## src/logic/sbr_pkg.sv

```systemverilog
// package: base register map, field layout, reset values and timing of the phy base bank
package sbr_pkg;

	// ----------
	// register indices (printed offsets are 0..7, byte address = 4*index)
	// ----------
	localparam logic [2:0] IDX_NODE_IDENTITY_STATUS    = 3'h0;
	localparam logic [2:0] IDX_RESET_GAP_CONTROL       = 3'h1;
	localparam logic [2:0] IDX_CAPABILITY_PORTS        = 3'h2;
	localparam logic [2:0] IDX_SPEED_STANDBY_DELAY     = 3'h3;
	localparam logic [2:0] IDX_LINK_CONTENDER_POWER    = 3'h4;
	localparam logic [2:0] IDX_INTERRUPT_EVENT_CONTROL = 3'h5;
	localparam logic [2:0] IDX_LEGACY_SPEED_BRIDGE     = 3'h6;
	localparam logic [2:0] IDX_PAGE_PORT_SELECT        = 3'h7;
	localparam int         ADDR_WIDTH                  = 6;
	localparam int         REG_COUNT                   = 8;
	localparam logic [5:0] ADDR_PAGED_BASE             = 6'h20;

	// ----------
	// field positions, in hardware bit order (documented bit 0 = msb, bit 7)
	// ----------
	localparam int POS_CABLE_POWER_STATUS      = 0;
	localparam int POS_ROOT                    = 1;
	localparam int POS_NODE_PHYS_ADDRESS       = 2;
	localparam int POS_GAP_COUNT               = 0;
	localparam int POS_LONG_BUS_RESET_REQUEST  = 6;
	localparam int POS_ROOT_HOLDOFF            = 7;
	localparam int POS_PORT_COUNT              = 0;
	localparam int POS_EXTENDED_SET            = 5;
	localparam int POS_REPEATER_DELAY          = 0;
	localparam int POS_STANDBY_RESTORE_ENABLE  = 4;
	localparam int POS_LEGACY_SPEED_CODE       = 5;
	localparam int POS_PAGE_SELECT             = 5;
	localparam int POS_PORT_SELECT             = 0;

	// ----------
	// fixed read values and reset values
	// ----------
	localparam logic [2:0] EXTENDED_SET_CODE   = 3'h7;
	localparam logic [3:0] PORT_COUNT_CODE     = 4'h3;
	localparam logic [2:0] LEGACY_SPEED_CODE   = 3'h7;
	localparam logic [3:0] REPEATER_DELAY_CODE = 4'hf;
	localparam logic [5:0] GAP_COUNT_RESET     = 6'h3f;
	localparam logic [7:0] RESET_REG_WRITABLE  = 8'h00;

	// ----------
	// timing
	// ----------
	localparam int CLK_PERIOD_NS         = 10;
	localparam int LONG_RESET_TIME_US    = 166;
	localparam int LONG_RESET_CYCLES     = (LONG_RESET_TIME_US * 1000 + CLK_PERIOD_NS - 1)
		/ CLK_PERIOD_NS;
	localparam int LONG_RESET_CNT_WIDTH  = 15;

	// ----------
	// axi response codes
	// ----------
	localparam logic [1:0] RESP_OKAY   = 2'h0;
	localparam logic [1:0] RESP_SLVERR = 2'h2;

	// ----------
	// carriers
	// ----------
	// configuration packet seen on the bus (received or sent)
	typedef struct packed {
		logic       valid;
		logic       set_root_holdoff;
		logic       root_holdoff;
		logic       set_gap_count;
		logic [5:0] gap_count;
	} sbr_config_pkt_t;

	// events reported by the arbitration / tree logic
	typedef struct packed {
		logic       bus_reset;
		logic       tree_id_root;
		logic       self_id_done;
		logic [5:0] phys_address;
	} sbr_bus_event_t;

	// requests going out to the phy core
	typedef struct packed {
		logic       long_reset_active;
		logic       short_reset_request;
		logic       root_holdoff;
		logic       standby_restore_enable;
		logic [5:0] gap_count;
		logic [2:0] page_select;
		logic [3:0] port_select;
	} sbr_core_ctrl_t;

endpackage : sbr_pkg

```

## src/logic/sbr_long_reset_timer.sv

```systemverilog
// module: long bus reset sequencer, waits for idle link then drives reset for a fixed time
`timescale 1ns/100ps

module sbr_long_reset_timer
(
	input  wire logic aclk,
	input  wire logic aresetn,
	input  wire logic start,
	input  wire logic link_busy,
	output logic      active,
	output logic      done
);

	// ----------
	// state
	// ----------
	typedef enum logic [1:0]
	{
		SBR_LR_IDLE = 2'b00,
		SBR_LR_WAIT = 2'b01,
		SBR_LR_RUN  = 2'b10
	} sbr_lr_state_t;

	localparam logic [sbr_pkg::LONG_RESET_CNT_WIDTH-1:0] LAST_COUNT =
		sbr_pkg::LONG_RESET_CNT_WIDTH'(sbr_pkg::LONG_RESET_CYCLES - 1);

	sbr_lr_state_t                             state;
	sbr_lr_state_t                             next_state;
	logic [sbr_pkg::LONG_RESET_CNT_WIDTH-1:0]  count;
	logic                                      count_end;

	assign count_end = (count == LAST_COUNT);
	assign active    = (state == SBR_LR_RUN);
	assign done      = active && count_end;

	// next state: a transfer in flight must finish before reset goes out [RULE6]
	always_comb
	begin
		next_state = state;
		unique case (state)
			SBR_LR_IDLE: if (start) next_state = SBR_LR_WAIT;
			SBR_LR_WAIT: if (!link_busy) next_state = SBR_LR_RUN;
			SBR_LR_RUN:  if (count_end) next_state = SBR_LR_IDLE;
			default:     next_state = SBR_LR_IDLE;
		endcase
	end

	// state and 166 us duration counter [RULE6]
	always_ff @(posedge aclk)
	begin
		if (!aresetn)
		begin
			state <= SBR_LR_IDLE;
			count <= '0;
		end
		else
		begin
			state <= next_state;
			count <= active ? count + 1'b1 : '0;
		end
	end

endmodule : sbr_long_reset_timer

```

## src/logic/sbr_base_regs.sv

```systemverilog
// module: phy base register bank 0..7 with an axi4-lite slave
`timescale 1ns/100ps

// Notes on behaviour
// RULE1: node address is read only, updated at self-id end with unsolicited status pulse.
// RULE2: root flag clears on every bus reset, sets when tree-id makes us root.
// RULE3: cable power status bit follows synchronised sense input; zero means supply low.
// RULE4: root holdoff asks for root next bus reset; hardware reset clears, bus reset keeps.
// RULE5: controller should change root holdoff only by configuration packet.
// RULE6: long reset request starts 166 us reset after ongoing transfer completes.
// RULE7: long reset request clears on hardware reset and on any bus reset.
// RULE8: controller keeps other bits when writing long reset request; short reset preferred.
// RULE9: gap count is loaded by register write or configuration packet; drives gap timing.
// RULE10: gap count resets to 3f on hardware reset or two resets without a write.
// RULE11: controller should change gap count by configuration packets, not register writes.
// RULE12: extended set code reads 111b.
// RULE13: port count field reads 3.
// RULE14: legacy speed code reads all ones.
// RULE15: standby restore enable lets local ports enter standby on command.
// RULE16: repeater delay field reads f.
// RULE17: eight byte registers at 0..7, documented bit 0 is the most significant bit.
// RULE18: reserved registers and fields read zero.
// RULE19: page select picks the paged window; base registers are page independent.
// RULE20: writes to read-only fields are ignored.
module sbr_base_regs
(
	input  wire logic                     aclk,
	input  wire logic                     aresetn,
	// axi4-lite slave
	input  wire logic [5:0]               s_axi_awaddr,
	input  wire logic                     s_axi_awvalid,
	output logic                          s_axi_awready,
	input  wire logic [31:0]              s_axi_wdata,
	input  wire logic [3:0]               s_axi_wstrb,
	input  wire logic                     s_axi_wvalid,
	output logic                          s_axi_wready,
	output logic [1:0]                    s_axi_bresp,
	output logic                          s_axi_bvalid,
	input  wire logic                     s_axi_bready,
	input  wire logic [5:0]               s_axi_araddr,
	input  wire logic                     s_axi_arvalid,
	output logic                          s_axi_arready,
	output logic [31:0]                   s_axi_rdata,
	output logic [1:0]                    s_axi_rresp,
	output logic                          s_axi_rvalid,
	input  wire logic                     s_axi_rready,
	// phy core side
	input  wire logic                     cable_power_sense,
	input  wire logic                     link_busy,
	input  wire sbr_pkg::sbr_bus_event_t  bus_event,
	input  wire sbr_pkg::sbr_config_pkt_t config_pkt,
	input  wire logic [7:0]               paged_rdata,
	output sbr_pkg::sbr_core_ctrl_t       core_ctrl,
	output logic                          long_reset_done,
	output logic                          status_reg0_push,
	output logic [7:0]                    status_reg0_data
);

	// ----------
	// storage
	// ----------
	logic [5:0] node_phys_address;
	logic       root;
	logic       cps_meta;
	logic       cable_power_status;
	logic       root_holdoff;
	logic       long_bus_reset_request;
	logic [5:0] gap_count;
	logic       gap_written;
	logic       standby_restore_enable;
	logic [7:0] link_contender_power;
	logic [7:0] interrupt_event_control;
	logic [7:0] legacy_speed_bridge;
	logic [2:0] page_select;
	logic [3:0] port_select;
	logic       long_reset_active;

	// ----------
	// axi write channel
	// ----------
	logic       aw_held;
	logic [5:0] aw_addr;
	logic       w_held;
	logic [7:0] w_byte;
	logic       w_lane0;
	logic       wr_fire;
	logic       wr_base;
	logic [2:0] wr_idx;
	logic       wr_en;

	// accept address and data in any order, one write outstanding
	assign s_axi_awready = !aw_held && !s_axi_bvalid;
	assign s_axi_wready  = !w_held && !s_axi_bvalid;
	assign wr_fire       = aw_held && w_held;
	assign wr_base       = (aw_addr < sbr_pkg::ADDR_PAGED_BASE);
	assign wr_idx        = aw_addr[4:2];
	// only byte lane 0 carries data; other lanes are ignored
	assign wr_en         = wr_fire && wr_base && w_lane0;

	// hold address and data until both are in
	always_ff @(posedge aclk)
	begin
		if (!aresetn)
		begin
			aw_held      <= 1'b0;
			w_held       <= 1'b0;
			aw_addr      <= '0;
			w_byte       <= '0;
			w_lane0      <= 1'b0;
			s_axi_bvalid <= 1'b0;
			s_axi_bresp  <= sbr_pkg::RESP_OKAY;
		end
		else
		begin
			if (s_axi_awvalid && s_axi_awready)
			begin
				aw_held <= 1'b1;
				aw_addr <= s_axi_awaddr;
			end
			if (s_axi_wvalid && s_axi_wready)
			begin
				w_held  <= 1'b1;
				w_byte  <= s_axi_wdata[7:0];
				w_lane0 <= s_axi_wstrb[0];
			end
			if (wr_fire)
			begin
				aw_held      <= 1'b0;
				w_held       <= 1'b0;
				s_axi_bvalid <= 1'b1;
				s_axi_bresp  <= wr_base ? sbr_pkg::RESP_OKAY : sbr_pkg::RESP_SLVERR;
			end
			else if (s_axi_bvalid && s_axi_bready)
				s_axi_bvalid <= 1'b0;
		end
	end

	// ----------
	// write decode per register
	// ----------
	logic wr_reg1;
	logic wr_reg3;
	logic wr_reg4;
	logic wr_reg5;
	logic wr_reg6;
	logic wr_reg7;

	// registers 0 and 2 have no write enable at all [RULE20]
	assign wr_reg1 = wr_en && (wr_idx == sbr_pkg::IDX_RESET_GAP_CONTROL);
	assign wr_reg3 = wr_en && (wr_idx == sbr_pkg::IDX_SPEED_STANDBY_DELAY);
	assign wr_reg4 = wr_en && (wr_idx == sbr_pkg::IDX_LINK_CONTENDER_POWER);
	assign wr_reg5 = wr_en && (wr_idx == sbr_pkg::IDX_INTERRUPT_EVENT_CONTROL);
	assign wr_reg6 = wr_en && (wr_idx == sbr_pkg::IDX_LEGACY_SPEED_BRIDGE);
	assign wr_reg7 = wr_en && (wr_idx == sbr_pkg::IDX_PAGE_PORT_SELECT);

	// ----------
	// cable power sense synchroniser
	// ----------
	// the sense pin is asynchronous, two flops before use
	always_ff @(posedge aclk)
	begin
		if (!aresetn)
		begin
			cps_meta           <= 1'b0;
			cable_power_status <= 1'b0;
		end
		else
		begin
			cps_meta           <= cable_power_sense;
			cable_power_status <= cps_meta; // [RULE3]
		end
	end

	// ----------
	// register 0: address and root
	// ----------
	// address only valid once self-id is over, then report it unsolicited
	always_ff @(posedge aclk)
	begin
		if (!aresetn)
		begin
			node_phys_address <= '0;
			root              <= 1'b0;
			status_reg0_push  <= 1'b0;
		end
		else
		begin
			status_reg0_push <= bus_event.self_id_done; // [RULE1]
			if (bus_event.self_id_done)
				node_phys_address <= bus_event.phys_address; // [RULE1]
			if (bus_event.bus_reset)
				root <= 1'b0; // [RULE2]
			else if (bus_event.tree_id_root)
				root <= 1'b1; // [RULE2]
		end
	end

	// ----------
	// register 1: root holdoff, long reset request, gap count
	// ----------
	logic       cfg_gap;
	logic       gap_load;
	logic [5:0] next_gap_count;
	logic       lr_start;

	assign cfg_gap  = config_pkt.valid && config_pkt.set_gap_count;
	assign gap_load = wr_reg1 || cfg_gap;
	// a configuration packet wins over a register write in the same cycle
	assign next_gap_count = cfg_gap ? config_pkt.gap_count
		: w_byte[sbr_pkg::POS_GAP_COUNT +: 6];
	// a fresh write of the request bit launches the long reset sequence
	assign lr_start = wr_reg1 && w_byte[sbr_pkg::POS_LONG_BUS_RESET_REQUEST]
		&& !long_bus_reset_request;

	always_ff @(posedge aclk)
	begin
		if (!aresetn)
		begin
			root_holdoff           <= 1'b0; // [RULE4]
			long_bus_reset_request <= 1'b0; // [RULE7]
			gap_count              <= sbr_pkg::GAP_COUNT_RESET; // [RULE10]
			gap_written            <= 1'b0;
		end
		else
		begin
			// holdoff survives bus resets; packets outrank register writes [RULE4]
			if (config_pkt.valid && config_pkt.set_root_holdoff)
				root_holdoff <= config_pkt.root_holdoff;
			else if (wr_reg1)
				root_holdoff <= w_byte[sbr_pkg::POS_ROOT_HOLDOFF];
			// any bus reset, including our own, drops the request [RULE7]
			if (bus_event.bus_reset || long_reset_done)
				long_bus_reset_request <= 1'b0;
			else if (wr_reg1)
				long_bus_reset_request <= w_byte[sbr_pkg::POS_LONG_BUS_RESET_REQUEST];
			// second bus reset without a load restores the default [RULE10]
			if (gap_load)
			begin
				gap_count   <= next_gap_count; // [RULE9]
				gap_written <= 1'b1;
			end
			else if (bus_event.bus_reset)
			begin
				gap_written <= 1'b0;
				if (!gap_written)
					gap_count <= sbr_pkg::GAP_COUNT_RESET; // [RULE10]
			end
		end
	end

	// long reset timer waits for idle link then times 166 us [RULE6]
	sbr_long_reset_timer u_long_reset
	(
		.aclk      (aclk),
		.aresetn   (aresetn),
		.start     (lr_start),
		.link_busy (link_busy),
		.active    (long_reset_active),
		.done      (long_reset_done)
	);

	// ----------
	// registers 3..7: writable fields
	// ----------
	// short reset request sits in register 5 bit 1 and clears on bus reset
	always_ff @(posedge aclk)
	begin
		if (!aresetn)
		begin
			standby_restore_enable  <= 1'b0;
			link_contender_power    <= sbr_pkg::RESET_REG_WRITABLE;
			interrupt_event_control <= sbr_pkg::RESET_REG_WRITABLE;
			legacy_speed_bridge     <= sbr_pkg::RESET_REG_WRITABLE;
			page_select             <= '0;
			port_select             <= '0;
		end
		else
		begin
			if (wr_reg3)
				standby_restore_enable <= w_byte[sbr_pkg::POS_STANDBY_RESTORE_ENABLE];
			if (wr_reg4)
				link_contender_power <= w_byte;
			if (bus_event.bus_reset)
				interrupt_event_control[6] <= 1'b0;
			else if (wr_reg5)
				interrupt_event_control <= w_byte;
			if (wr_reg6)
				legacy_speed_bridge <= {w_byte[7:2], 2'b00}; // [RULE18]
			if (wr_reg7)
			begin
				page_select <= w_byte[sbr_pkg::POS_PAGE_SELECT +: 3]; // [RULE19]
				port_select <= w_byte[sbr_pkg::POS_PORT_SELECT +: 4];
			end
		end
	end

	// ----------
	// read image of the base bank
	// ----------
	logic [7:0] reg_image [sbr_pkg::REG_COUNT];

	// documented bit 0 is our bit 7; fixed codes are constants [RULE17]
	assign reg_image[0] = {node_phys_address, root, cable_power_status}; // [RULE1] [RULE3]
	assign reg_image[1] = {root_holdoff, long_bus_reset_request, gap_count};
	assign reg_image[2] = {sbr_pkg::EXTENDED_SET_CODE, 1'b0,
		sbr_pkg::PORT_COUNT_CODE}; // [RULE12] [RULE13] [RULE18]
	assign reg_image[3] = {sbr_pkg::LEGACY_SPEED_CODE, standby_restore_enable,
		sbr_pkg::REPEATER_DELAY_CODE}; // [RULE14] [RULE16]
	assign reg_image[4] = link_contender_power;
	assign reg_image[5] = interrupt_event_control;
	assign reg_image[6] = legacy_speed_bridge;
	assign reg_image[7] = {page_select, 1'b0, port_select}; // [RULE18]

	// ----------
	// axi read channel
	// ----------
	logic       rd_fire;
	logic       rd_base;
	logic [7:0] rd_byte;

	assign s_axi_arready = !s_axi_rvalid;
	assign rd_fire       = s_axi_arvalid && s_axi_arready;
	assign rd_base       = (s_axi_araddr < sbr_pkg::ADDR_PAGED_BASE);
	// paged window 8..f comes from the selected page in the core [RULE19]
	assign rd_byte       = rd_base ? reg_image[s_axi_araddr[4:2]] : paged_rdata;

	// one read at a time, answer one cycle after the address
	always_ff @(posedge aclk)
	begin
		if (!aresetn)
		begin
			s_axi_rvalid <= 1'b0;
			s_axi_rdata  <= '0;
			s_axi_rresp  <= sbr_pkg::RESP_OKAY;
		end
		else if (rd_fire)
		begin
			s_axi_rvalid <= 1'b1;
			s_axi_rdata  <= {24'h000000, rd_byte}; // [RULE18]
			s_axi_rresp  <= sbr_pkg::RESP_OKAY;
		end
		else if (s_axi_rready)
			s_axi_rvalid <= 1'b0;
	end

	// ----------
	// outputs to the core
	// ----------
	assign status_reg0_data                 = reg_image[0];
	assign core_ctrl.long_reset_active      = long_reset_active; // [RULE6]
	assign core_ctrl.short_reset_request    = interrupt_event_control[6];
	assign core_ctrl.root_holdoff           = root_holdoff; // [RULE4]
	assign core_ctrl.standby_restore_enable = standby_restore_enable; // [RULE15]
	assign core_ctrl.gap_count              = gap_count; // [RULE9]
	assign core_ctrl.page_select            = page_select; // [RULE19]
	assign core_ctrl.port_select            = port_select;

endmodule : sbr_base_regs

```

## config.mk

```make
export PLATFORM = sky130hd
export DESIGN_NAME = sbr_base_regs
export DESIGN_NICKNAME = d
export VERILOG_FILES = /design/src/logic/sbr_pkg.sv /design/src/logic/sbr_long_reset_timer.sv /design/src/logic/sbr_base_regs.sv
export SDC_FILE = /design/constraint.sdc
export NUM_CORES = 1
export LEC_CHECK = 0
export ABC_AREA = 1
export BUFFER_PORTS_ARGS = -buffer_cell sky130_fd_sc_hd__buf_2
export CAP_MARGIN = 20
export CORE_ASPECT_RATIO = 0.9
export CORE_MARGIN = 5
export CORE_UTILIZATION = 40
export CTS_CLUSTER_SIZE = 20
export DETAILED_ROUTE_END_ITERATION = 7
export PLACE_DENSITY = 0.74
export SYNTH_ARGS = -nofsm -noshare
export SYNTH_HDL_FRONTEND = slang
export SYNTH_HIERARCHICAL = 1
export SYNTH_SLANG_ARGS = --single-unit
```

## constraint.sdc

```tcl
create_clock -name aclk -period 2.8 [get_ports aclk]
set_input_delay 0.42 -clock aclk [delete_from_list [all_inputs] [get_ports aclk]]
set_output_delay 0.42 -clock aclk [all_outputs]
set_load 0.03 [all_outputs]
```

==> out/qor.txt <==
===========================================================================================
Most area-hungry cell type in the Yosys netlist ..............................      dfxtp_1
DP HPWL ......................................................................      8584 µm
Maxcap violations ............................................................            0
Worst min-delay path class ...................................................       in2reg
Hold Fails Final Rpt .........................................................            0
Insertion delay of the later-clocked pin in the worst-skew pair ..............       340 ps
Total global-route track usage ...............................................       17.13%
Top cell type's share of synthesized area ....................................       40.99%
Cell Area, Synth .............................................................     4493 µm²
Headroom to the max-slew limit ...............................................       54.74%
Largest clock skew in the final design .......................................     13.51 ps
Share of final-layout standard cells stronger than drive strength 1 ..........       19.78%
Final standard cell count with taps included and fillers excluded ............          870
Top post-synthesis cells by area ............................................. dfxtp_1 (41%), nand2_1 (9.9%), nor2_1 (7.7%), a21oi_1 (6.8%), buf_4 (5.8%)
Inserted Diodes ..............................................................            0
Final clock period utilization by the worst path .............................       82.67%
DR WL/cell ...................................................................     13.17 µm
Input/output buffers .........................................................           93
Worst Setup Start Kind .......................................................     register
Cells after Synth ............................................................          635
Kind of capture point of the worst setup path ................................   output pin
Synthesized flop and latch total .............................................           92
Worst setup path category ....................................................      reg2out
Total number of clock tree sinks .............................................           92
Number of design-rule violations left by the first detailed-router iteration .          336
Min-delay src ................................................................ cable_power_sense
H-tree levels ................................................................            3
Via count of the first global-routing pass ...................................         3759
Total global routing overflow ................................................            0
Crit path from ............................................................... u_long_reset/count[0]
Count of nets after finishing ................................................          798
Setup Total Neg Slack ........................................................         0 ps
Count of endpoints failing setup in the final report .........................            0
I/O pin cnt ..................................................................          152
Synth Area per Inst ..........................................................    7.076 µm²
Area of the core .............................................................    10900 µm²
Run status ................................................................... finished, final reports clean
Synth cell types .............................................................           40
Global-route wire length before repair .......................................     18750 µm
Sequential-to-total area share from yosys stat ...............................       40.99%
Floorplan die area ...........................................................    13460 µm²
Cells after DPL ..............................................................          854
Top flip-flop cell by instance count after synthesis .........................      dfxtp_1
Crit Path Max Fanout .........................................................            6
Maximum number of pins on one net before global-route repair .................           57
Hold buffer count at CTS .....................................................            0
Number of enable flip-flop cells after synthesis .............................            0
Worst-margin pin slew ........................................................     676.6 ps
Initial cell density of the core .............................................       41.22%
Clock period minus final worst setup slack ...................................      2315 ps
Layout Area Growth over Synthesis ............................................       15.59%
Max VDD drop .................................................................  0.0003322 V
Initial antenna violation count ..............................................            0
DRT Pass-1 Iters .............................................................            5
CTS tree .....................................................................         done
Overall power consumption ....................................................   0.003048 W
Yosys warning count ..........................................................            6
Required arrival time at the worst endpoint ..................................      2380 ps
Data arrival time of the critical path .......................................      1890 ps
Register clock-pin slew on the reported worst setup and hold paths ...........        70 ps
Die span in y ................................................................     110.5 µm
Setup repair after global routing missed its margin ..........................           no
Launch instance of the worst register-to-register path .......................      aw_held
Number of gates resized after CTS ............................................            0
Total count of max-transition violations in the final report .................            0
Power density of the placed cells ............................................ 586.8 nW/µm²
Floorplan die width ..........................................................     121.7 µm
Max Fclk .....................................................................    432.0 MHz
CTS Buf Count ................................................................            9
Residual antenna-violating net count after detailed routing ..................            0
Total number of placement rows ...............................................           36
Drt drc ......................................................................            0
Deepest clock path buffer count ..............................................            2
Core utilization of the finished layout ......................................       47.65%
Routed vias ..................................................................         4131
CTS root buffer ..............................................................    clkbuf_16
Vias per cell ................................................................        4.748
Leakage power ................................................................     2.387 nW
Share of flip-flops with an asynchronous set or reset after synthesis ........           0%
Wire length reported by the detailed router ..................................     11460 µm
Number of setup buffers added after CTS ......................................            0
Global placement routability congestion ......................................       0.8691
===========================================================================================
[path summary, 6_finish.rpt]
kind | to | slack [ps] | cells past startpoint
max | long_reset_done | 490 | 4
min | cps_meta | 290 | 3
max reg2reg | page_select[2] | 1180 | 6
min reg2reg | cable_power_status | 420 | 2
[area by class of cell]
class	count	area (µm²)
flip-flops and latches	92	1842
multi-input cells	443	2097
clock buffers	10	239.0
repair buffers	95	480.5
clock inverters	6	70.07
fillers	1149	5707
well taps	152	190.2
inverters	72	275.3
[registers in the layout, summed over array words and instances, names as in the netlist, 2 cells and up]
name                     flops
legacy_speed_bridge          6
aw_addr                      4
link_contender_power         8
w_byte                       8
s_axi_rdata                  8
page_select                  3
port_select                  4
u_long_reset/state           2
u_long_reset/count          15
gap_count                    6
node_phys_address            6
interrupt_event_control      8
[critical path, stage by stage, from the launching register on]
cell     delay, ps
dfxtp_1        410
ha_1           280
nand4_1        110
nor4_1         450
buf_2          290
[Yosys cell counts, types with 2 or more instances]
master and count:
clkbuf_1 8, dfxtp_1 92, nor2_2 3, nand4_1 6, o21ai_0 49, nand2_1 118
nand2_4 5, buf_2 4, buf_6 5, nand3b_1 3, a21oi_2 4, nand3_1 36
o21ai_1 6, o21ai_2 3, nand2_2 2, nor3_1 5, buf_4 35, nor2_1 92
xnor2_1 2, buf_1 2, inv_1 64, nor4_1 3, nor2_4 2, inv_2 6
o211ai_1 5, a21oi_1 61
[cell usage in the layout (no fill, tap or decap), drive strengths merged, types with 5 or more instances in the layout]
master / netlist / routed
a21oi: 65 / 65
buf: 46 / 95
clkbuf: 8 / 10
conb: 1 / 27
dfxtp: 92 / 92
inv: 71 / 73
nand2: 125 / 125
nand3: 37 / 37
nand4: 6 / 6
nor2: 97 / 97
nor3: 7 / 7
o211ai: 5 / 5
o21ai: 58 / 58
[report_power, final]
part | switching, W | internal, W | leakage [nW]
Combinational | 0.000289 | 0.000109 | 1.48
Clock | 0.000531 | 0.000725 | 0.153
Sequential | 0.0000371 | 0.00136 | 0.750
[cell families after synthesis]
kind of cell | count (synthesis) | share of synthesized area (%)
buf+inv | 126 | 14.51
compound gates | 133 | 15.98
simple gates | 279 | 27.57
other cells | 1 | 0.08346
flops | 92 | 40.99
fa+ha+maj | 1 | 0.2784
xor+xnor | 3 | 0.5849
[metal layers]
| layer | routed length (µm) | global-route usage (%) |
|---|---|---|
| met5 | 0 | 0 |
| met3 | 930 | 4.448 |
| met1 | 5530 | 24.91 |
| met4 | 100 | 3.659 |
| met2 | 4893 | 25.45 |
[through the flow]
stage | setup WS (ps) | hold slack (ps) | area (µm²)
5_1_grt | 337.8 | 285.0 | 5194
6_report | 485.4 | 291.6 | 5194
4_1_cts | 454.7 | 277.9 | 5194
3_5_place_dp | 828.7 | 405.2 | 4885
3_3_place_gp | 882.2 | 394.9 | 4885
2_1_floorplan | 626.1 | 390.5 | 4591
No activity file was read; power rests on OpenSTA's default activity.
